$ cat config.mk
export PLATFORM = sky130hd
export DESIGN_NAME = hrl_loader
export DESIGN_NICKNAME = d
export VERILOG_FILES = /design/src/hw/hrl_pkg.sv /design/src/hw/hrl_loader.sv /design/src/hw/hrl_fifo.sv
export SDC_FILE = /design/constraint.sdc
export NUM_CORES = 2
export LEC_CHECK = 0
export ABC_AREA = 0
export BUFFER_PORTS_ARGS = -buffer_cell sky130_fd_sc_hd__buf_2
export CAP_MARGIN = 10
export CORE_MARGIN = 1.5
export CORE_UTILIZATION = 57
export DETAILED_ROUTE_END_ITERATION = 12
export HOLD_SLACK_MARGIN = 0.05
export PLACE_DENSITY_LB_ADDON = 0.08
export SETUP_SLACK_MARGIN = 0.05
export SLEW_MARGIN = 20
export SYNTH_ARGS = -nofsm -noshare
export SYNTH_HDL_FRONTEND = slang
export SYNTH_SLANG_ARGS = --single-unit
$ cat constraint.sdc
create_clock -name clk -period 4.9 [get_ports clk]
set_input_delay 0.98 -clock clk [delete_from_list [all_inputs] [get_ports clk]]
set_output_delay 0.98 -clock clk [all_outputs]
set_load 0.01 [all_outputs]
$ cat src/hw/hrl_pkg.sv
// Shared constants and types of the hex record loader
package hrl_pkg;

  // ------------------------------------------------------------------
  // Character codes
  // ------------------------------------------------------------------
  localparam logic [7:0] CH_S    = 8'h53;
  localparam logic [7:0] CH_ZERO = 8'h30;
  localparam logic [7:0] CH_NINE = 8'h39;
  localparam logic [7:0] CH_UA   = 8'h41;
  localparam logic [7:0] CH_UF   = 8'h46;
  localparam logic [7:0] CH_LA   = 8'h61;
  localparam logic [7:0] CH_LF   = 8'h66;
  localparam logic [7:0] CH_CR   = 8'h0d;
  localparam logic [7:0] CH_NL   = 8'h0a;
  localparam logic [7:0] CH_NUL  = 8'h00;
  localparam logic [3:0] NIB_ALPHA = 4'h9;

  // ------------------------------------------------------------------
  // Record types and field sizes
  // ------------------------------------------------------------------
  localparam logic [3:0] T_HDR  = 4'h0;
  localparam logic [3:0] T_DATA = 4'h1;
  localparam logic [3:0] T_A3A  = 4'h2;
  localparam logic [3:0] T_A4A  = 4'h3;
  localparam logic [3:0] T_A4B  = 4'h7;
  localparam logic [3:0] T_A3B  = 4'h8;
  localparam logic [3:0] T_END  = 4'h9;
  // Index of the last address byte for 2, 3 and 4 byte addresses
  localparam logic [1:0] ALAST2 = 2'h1;
  localparam logic [1:0] ALAST3 = 2'h2;
  localparam logic [1:0] ALAST4 = 2'h3;
  // Two address bytes plus the checksum byte
  localparam logic [7:0] MIN_LEN = 8'h03;
  localparam logic [7:0] ONE     = 8'h01;
  localparam int FIFO_DEPTH = 16;
  localparam int BUF_DEPTH  = 256;

  // ------------------------------------------------------------------
  // Types
  // ------------------------------------------------------------------
  typedef enum logic [2:0] {
    ST_HUNT = 3'h0,
    ST_TYPE = 3'h1,
    ST_LEN  = 3'h3,
    ST_ADDR = 3'h2,
    ST_DATA = 3'h6,
    ST_SUM  = 3'h7,
    ST_EMIT = 3'h5
  } hrl_state_type;

  typedef struct packed {
    logic [15:0] addr;
    logic [7:0]  data;
  } hrl_wr_type;

  typedef struct packed {
    logic hex;
    logic len;
    logic sum;
    logic seq;
  } hrl_err_type;

endpackage : hrl_pkg

$ cat src/hw/hrl_loader.sv
// Hex record loader: ASCII record stream in, checked memory writes out
// Summary of operation
// - Each byte arrives as two hex characters, high nibble first.
// - Record fields: type, length, address, optional payload, checksum.
// - Length counts the byte pairs after it, including checksum.
// - Address is two, three or four bytes depending on type.
// - Checksum is the low byte of the inverted sum of the length, address and data bytes.
// - Carriage return, line feed or null after a record is ignored.
// - Leading text before the record start is skipped.
// - Only two-byte data and end records are acted on.
// - Everything before the first data record loads nothing.
// - After first data record only data records until the end record.
// - Header records carry free text and load nothing.
// - Data payload is written from the record address upward.
// - Types two to eight never cause a memory write.
// - End record has no payload; its address is the start address.
// - One end record per block; several headers are accepted.
// - Each record is checked for byte count and checksum.
`timescale 1ns/1ps
module hrl_loader
  import hrl_pkg::*;
#(
  parameter int FDEPTH = FIFO_DEPTH,
  parameter int BDEPTH = BUF_DEPTH
) (
  input  wire logic        clk,
  input  wire logic        rstn,
  input  wire logic        ch_valid,
  output logic             ch_ready,
  input  wire logic [7:0]  ch_data,
  output logic             wr_valid,
  input  wire logic        wr_ready,
  output hrl_wr_type       wr_out,
  input  wire logic        err_clr,
  output hrl_err_type      err_flags,
  output logic             loading,
  output logic             done,
  output logic [15:0]      exec_addr
);

  // ------------------------------------------------------------------
  // State
  // ------------------------------------------------------------------
  hrl_state_type state_r;
  hrl_state_type state_nxt;
  logic          hi_r;
  logic [3:0]    nib_hi_r;
  logic [3:0]    type_r;
  logic [7:0]    remain_r;
  logic [7:0]    sum_r;
  logic [15:0]   addr_r;
  logic [1:0]    aidx_r;
  logic [7:0]    cnt_r;
  logic [7:0]    eidx_r;
  logic          loading_r;
  logic          done_r;
  logic [15:0]   exec_r;
  hrl_err_type   err_r;
  hrl_err_type   err_set;
  logic [7:0]    buf_mem [BDEPTH];

  // ------------------------------------------------------------------
  // Character decode
  // ------------------------------------------------------------------
  wire        take    = ch_valid && ch_ready;
  wire        is_dig  = (ch_data >= CH_ZERO) && (ch_data <= CH_NINE);
  wire        is_up   = (ch_data >= CH_UA) && (ch_data <= CH_UF);
  wire        is_low  = (ch_data >= CH_LA) && (ch_data <= CH_LF);
  wire        is_hex  = is_dig || is_up || is_low;
  wire        is_sep  = (ch_data == CH_CR) || (ch_data == CH_NL) ||
                        (ch_data == CH_NUL);
  wire [3:0]  nib     = is_dig ? ch_data[3:0] : ch_data[3:0] + NIB_ALPHA;
  wire        in_byte = (state_r == ST_LEN) || (state_r == ST_ADDR) ||
                        (state_r == ST_DATA) || (state_r == ST_SUM);
  wire        bad_ch  = take && in_byte && !is_hex;
  wire        byte_done = take && in_byte && is_hex && hi_r;
  wire [7:0]  byte_val  = {nib_hi_r, nib};
  wire [7:0]  rem_dec   = remain_r - ONE;

  wire [1:0]  alast = (type_r == T_A3A || type_r == T_A3B) ? ALAST3 :
                      (type_r == T_A4A || type_r == T_A4B) ? ALAST4 :
                      ALAST2;
  wire        addr_end = (aidx_r == alast);

  // ------------------------------------------------------------------
  // Record verdict
  // ------------------------------------------------------------------
  wire        at_sum   = (state_r == ST_SUM) && byte_done;
  wire        sum_ok   = (byte_val == ~sum_r);
  wire        is_data  = (type_r == T_DATA);
  wire        is_end   = (type_r == T_END);
  // only data or end once loading
  wire        seq_bad  = loading_r && !is_data && !is_end;
  wire        end_bad  = is_end && (cnt_r != 8'h00);
  wire        rec_ok   = at_sum && sum_ok && !seq_bad && !end_bad;
  wire        load_go  = rec_ok && is_data && (cnt_r != 8'h00);

  // ------------------------------------------------------------------
  // Write path
  // ------------------------------------------------------------------
  wire        push     = (state_r == ST_EMIT);
  logic       fifo_rdy;
  wire        adv      = push && fifo_rdy;
  wire        emit_end = adv && (eidx_r == cnt_r - ONE);
  hrl_wr_type push_word;

  assign push_word.addr = addr_r + {8'h00, eidx_r};
  assign push_word.data = buf_mem[eidx_r];

  // Input stalls while a checked record drains into the buffer
  assign ch_ready  = (state_r != ST_EMIT);
  assign err_flags = err_r;
  assign loading   = loading_r;
  assign done      = done_r;
  assign exec_addr = exec_r;

  hrl_fifo #(
    .WIDTH ($bits(hrl_wr_type)),
    .DEPTH (FDEPTH)
  ) u_fifo (
    .clk       (clk),
    .rstn      (rstn),
    .in_valid  (push),
    .in_ready  (fifo_rdy),
    .in_data   (push_word),
    .out_valid (wr_valid),
    .out_ready (wr_ready),
    .out_data  (wr_out)
  );

  // ------------------------------------------------------------------
  // Record parser
  // ------------------------------------------------------------------
  always_comb begin
    state_nxt = state_r;
    err_set   = '0;
    unique case (state_r)
      ST_HUNT: begin
        if (take && ch_data == CH_S) begin
          state_nxt = ST_TYPE;
        end
      end
      ST_TYPE: begin
        if (take) begin
          state_nxt = is_dig ? ST_LEN : ST_HUNT;
          err_set.hex = !is_dig;
        end
      end
      ST_EMIT: begin
        if (emit_end) begin
          state_nxt = ST_HUNT;
        end
      end
      default: begin
        if (bad_ch) begin
          err_set.len = is_sep;
          err_set.hex = !is_sep;
          state_nxt   = ST_HUNT;
        end else if (byte_done) begin
          if (state_r == ST_LEN) begin
            err_set.len = (byte_val < MIN_LEN);
            state_nxt   = (byte_val < MIN_LEN) ? ST_HUNT : ST_ADDR;
          end else if (state_r == ST_ADDR && addr_end) begin
            state_nxt = (rem_dec == ONE) ? ST_SUM : ST_DATA;
          end else if (state_r == ST_DATA && rem_dec == ONE) begin
            state_nxt = ST_SUM;
          end else if (state_r == ST_SUM) begin
            err_set.sum = !sum_ok;
            err_set.seq = sum_ok && seq_bad;
            err_set.len = sum_ok && end_bad;
            state_nxt   = load_go ? ST_EMIT : ST_HUNT;
          end
        end
      end
    endcase
  end

  always_ff @(posedge clk or negedge rstn) begin
    if (!rstn) begin
      state_r <= ST_HUNT;
    end else begin
      state_r <= state_nxt;
    end
  end

  // ------------------------------------------------------------------
  // Field assembly
  // ------------------------------------------------------------------
  always_ff @(posedge clk or negedge rstn) begin
    if (!rstn) begin
      hi_r     <= 1'b0;
      nib_hi_r <= 4'h0;
      type_r   <= 4'h0;
    end else if (state_r == ST_TYPE && take) begin
      hi_r   <= 1'b0;
      type_r <= ch_data[3:0];
    end else if (take && in_byte && is_hex) begin
      hi_r     <= !hi_r;
      nib_hi_r <= nib;
    end
  end

  always_ff @(posedge clk or negedge rstn) begin
    if (!rstn) begin
      remain_r <= 8'h00;
      sum_r    <= 8'h00;
    end else if (byte_done && state_r == ST_LEN) begin
      remain_r <= byte_val;
      sum_r    <= byte_val;
    end else if (byte_done && state_r != ST_SUM) begin
      remain_r <= rem_dec;
      sum_r    <= sum_r + byte_val;
    end
  end

  always_ff @(posedge clk or negedge rstn) begin
    if (!rstn) begin
      addr_r <= 16'h0000;
      aidx_r <= 2'h0;
    end else if (state_r == ST_TYPE && take) begin
      addr_r <= 16'h0000;
      aidx_r <= 2'h0;
    end else if (byte_done && state_r == ST_ADDR) begin
      addr_r <= {addr_r[7:0], byte_val};
      aidx_r <= aidx_r + 2'h1;
    end
  end

  // payload held back until the checksum passes
  always_ff @(posedge clk or negedge rstn) begin
    if (!rstn) begin
      cnt_r  <= 8'h00;
      eidx_r <= 8'h00;
    end else begin
      if (byte_done && state_r == ST_LEN) begin
        cnt_r <= 8'h00;
      end else if (byte_done && state_r == ST_DATA) begin
        cnt_r <= cnt_r + ONE;
      end
      if (state_r != ST_EMIT) begin
        eidx_r <= 8'h00;
      end else if (adv) begin
        eidx_r <= eidx_r + ONE;
      end
    end
  end

  always_ff @(posedge clk) begin
    if (byte_done && state_r == ST_DATA) begin
      buf_mem[cnt_r] <= byte_val;
    end
  end

  // ------------------------------------------------------------------
  // Block sequencing and status
  // ------------------------------------------------------------------
  always_ff @(posedge clk or negedge rstn) begin
    if (!rstn) begin
      loading_r <= 1'b0;
      done_r    <= 1'b0;
      exec_r    <= 16'h0000;
    end else begin
      done_r <= 1'b0;
      // first good data record opens the block
      if (rec_ok && is_data) begin
        loading_r <= 1'b1;
      end
      // single end record closes the block
      if (rec_ok && is_end && loading_r) begin
        loading_r <= 1'b0;
        done_r    <= 1'b1;
        exec_r    <= addr_r;
      end
    end
  end

  // sticky error, a new event wins over the clear
  always_ff @(posedge clk or negedge rstn) begin
    if (!rstn) begin
      err_r <= '0;
    end else begin
      err_r <= (err_r & ~{4{err_clr}}) | err_set;
    end
  end
endmodule : hrl_loader

$ cat src/hw/hrl_fifo.sv
// Parameterised first-in first-out buffer with valid/ready on both sides
`timescale 1ns/1ps
module hrl_fifo #(
  parameter int WIDTH = 24,
  parameter int DEPTH = 16
) (
  input  wire logic             clk,
  input  wire logic             rstn,
  input  wire logic             in_valid,
  output logic                  in_ready,
  input  wire logic [WIDTH-1:0] in_data,
  output logic                  out_valid,
  input  wire logic             out_ready,
  output logic [WIDTH-1:0]      out_data
);
  localparam int AW = $clog2(DEPTH);

  logic [WIDTH-1:0] mem [DEPTH];
  logic [AW:0]      wr_r;
  logic [AW:0]      rd_r;
  wire              full  = (wr_r[AW] != rd_r[AW]) &&
                            (wr_r[AW-1:0] == rd_r[AW-1:0]);
  wire              empty = (wr_r == rd_r);
  wire              push  = in_valid && !full;
  wire              pop   = out_valid && out_ready;

  assign in_ready  = !full;
  assign out_valid = !empty;
  assign out_data  = mem[rd_r[AW-1:0]];

  always_ff @(posedge clk) begin
    if (push) begin
      mem[wr_r[AW-1:0]] <= in_data;
    end
  end

  always_ff @(posedge clk or negedge rstn) begin
    if (!rstn) begin
      wr_r <= '0;
      rd_r <= '0;
    end else begin
      if (push) begin
        wr_r <= wr_r + (AW+1)'(1);
      end
      if (pop) begin
        rd_r <= rd_r + (AW+1)'(1);
      end
    end
  end

endmodule : hrl_fifo

==> reports/metrics.csv <==
metric;value;unit
status;completed;
yosysTopAreaCellShare;73.6;%
grt_max_degree;218;
clkPwrFrac;41.0;%
seq_power_share;52.5;%
worst_r2r_endpoint;u_fifo.mem[2][7]$_DFFE_PP_;
period_share;84.8;%
grt.met1_usage;40.1;%
synth_edf_count;2432;
end_kind;output pin;
wl_per_cell;30.8;µm
antenna_left;0;
period_minus_slack;4.15;ns
ff2ff_setup_slack;0.87;ns
synth_top_cell_by_area;edfxtp_1;
max-vdd-ir-drop;385;µV
tightest_slew;1.20;ns
cts.clk_slew.worst_paths;0.06;ns
cts_buffers;274;
drt_iter0_drc;5800;
vias;48096;
layout_common_cells;edfxtp_1, mux4_2, buf_4, nor2_1, clkbuf_16;
yosysSeqAreaShare;76.0;%
htree_levels;5;
use_met3;4.85;%
cts_buffer_depth;4;
fin_util;65.7;%
grt_overflow_total;0;
max_slew_margin;19.7;%
power_density;410;nW/µm²
p_int;36500;µW
core_area;172000;µm²
reg2regPathDepth;8;
start_kind;flip-flop;
cts.sinks;2526;
setup_violations;0;
synth_fp_nets;4626;
clock_skew;0.0444;ns
rows;152;
fp.dieW;420;µm
clockRootBuffer;clkbuf_16;
n_fill_cell;11380;
r2r-start;eidx_r[0]$_DFFE_PN0P_;
total_power;46400;µW
syn_avg_cell_area;21.7;µm²
maxSlewViolCount;0;
synth-async-reset-ratio;3.72;%
synth-seq-cells;2526;
synthCells;4579;
cts_resized;0;
syn_area;99200;µm²
seqCellArea;75400;µm²
switching_power;9940;µW
viasPerCell;6.37;
path_class;flip-flop to output pin;
syn_to_final_growth;14.0;%
grtUsageTotal;27.1;%
cts_tree;done;
drc_errors;0;
portBuffers;60;
hold_ws;0.0758;ns
ys_types;73;
initial_utilization;57.6;%
die_y;420;µm
gp_congestion;0.819;
dominantRegCellSynth;edfxtp_1;
rsz0062_at_grt;no;
post_cts_buffers;0;
final_layout_size_suffix_gt1_share;31.3;%
dpl-instance-area;105000;µm²
multi_input_area;22800;µm²
crit_arrival;3.17;ns
holdCritPathClass;input pin to asynchronous set/reset pin;
final_common_cell;edfxtp_1;
wl;233;mm
p_sw_share;21.4;%
max_freq;241;MHz
grt-busiest-layer;met2;
grt_pass1_wl;340;mm
cp_max_fo;64;
io_pins;61;
ys_warn_count;0;
p_leak;0.0342;µW
synthTopCellsByArea;edfxtp_1, mux4_2, dfrtp_1, nor2_1, mux2i_1;
critical_path_required;3.92;ns
firstDrtPassIters;6;
first_global_vias;48565;
antenna_found_initial;5;
holdBufCountCts;0;
nets;5108;
power_frac_comb;6.5;%
die_area;177000;µm²
maxCapViolCount;0;
fin_area;113000;µm²
final-hold-violation-count;0;
use_met2;41.9;%
hpwl;139;mm
clkLatencyLatePin;0.92;ns
## state kept, by name (all words and copies together), names as in the netlist, 5 cells and up
name / flops
u_fifo.wr_r: 5
remain_r: 8
buf_mem: 2048
addr_r: 16
u_fifo.rd_r: 5
cnt_r: 8
u_fifo.mem: 384
exec_addr: 16
sum_r: 8
eidx_r: 8
## how the worst max path moves through the flow
stage,from,endpoint
6_report,u_fifo.rd_r[0]$_DFFE_PN0P_,wr_out[15]
5_1_grt,u_fifo.rd_r[0]$_DFFE_PN0P_,wr_out[8]
4_1_cts,u_fifo.rd_r[0]$_DFFE_PN0P_,wr_out[8]
3_5_place_dp,ch_data[0],buf_mem[41][7]$_DFFE_PP_
3_3_place_gp,ch_data[0],buf_mem[35][4]$_DFFE_PP_
2_1_floorplan,ch_data[1],exec_addr[10]$_DFFE_PN0P_
## logic make-up (layout without fill, tap and decap cells)
kind of cell / after synthesis / after routing / share of synthesized area, %
other: 0 / 1 / 0
adder cells (fa/ha/maj): 34 / 34 / 0.444
flip-flops: 2526 / 2526 / 76.0
buffers and inverters: 295 / 951 / 1.37
AO/OA/AOI/OAI: 275 / 275 / 1.89
XOR/XNOR: 63 / 63 / 0.556
multiplexers: 797 / 797 / 17.1
AND/OR/NAND/NOR: 589 / 589 / 2.67
## cell type report
class,count,area share [%]
sequential,2526,66.7
multi-input combinational,1758,20.2
inverter,37,0.136
timing repair buffer,464,3.27
tap,2310,2.55
clock inverter,113,0.732
antenna,1,0.00221
clock buffer,337,6.45
## cells in the mapped netlist, drive strengths merged (34+ instances only)
library cell and count:
mux4 717, clkbuf 105, dfrtp 94, nand2 116, a21oi 53, xnor2 40
nand3 34, a22oi 54, o21ai 46, mux2i 57, inv 36, edfxtp 2432
buf 153, nor2 326
## per-layer routing
metal | up-vias | wire, µm | share of wire (%)
met3 | 381 | 18400 | 7.9
met5 | - | 31 | 0.013
li1 | 20081 | - | -
met1 | 25607 | 96400 | 41
met4 | 4 | 6630 | 2.8
met2 | 2023 | 111000 | 48
## worst max-delay path: stages, from the launching register on
cell and delay (ns):
dfrtp_4 0.48, buf_12 0.40, mux4_2 0.59, mux4_2 0.52, buf_2 0.16
## metrics by stage
step,TNS [ns],setup slack (ns),instances
floorplan,-44.22,-1.14,4579
global placement,0,0.392,7092
detailed placement,0,0.292,7092
CTS,0,0.696,7542
global route,0,0.638,7545
finish,0,0.746,7546
## power groups by stage
stage	clock network [µW]	logic (µW)	registers (µW)
3_5_place_dp	0	3050	24800
2_1_floorplan	0	1810	25000
6_report	19100	3000	24400
5_1_grt	20200	3230	24400
3_3_place_gp	0	3010	24800
4_1_cts	19400	3050	24400
Power figures use the tool's default switching activity.
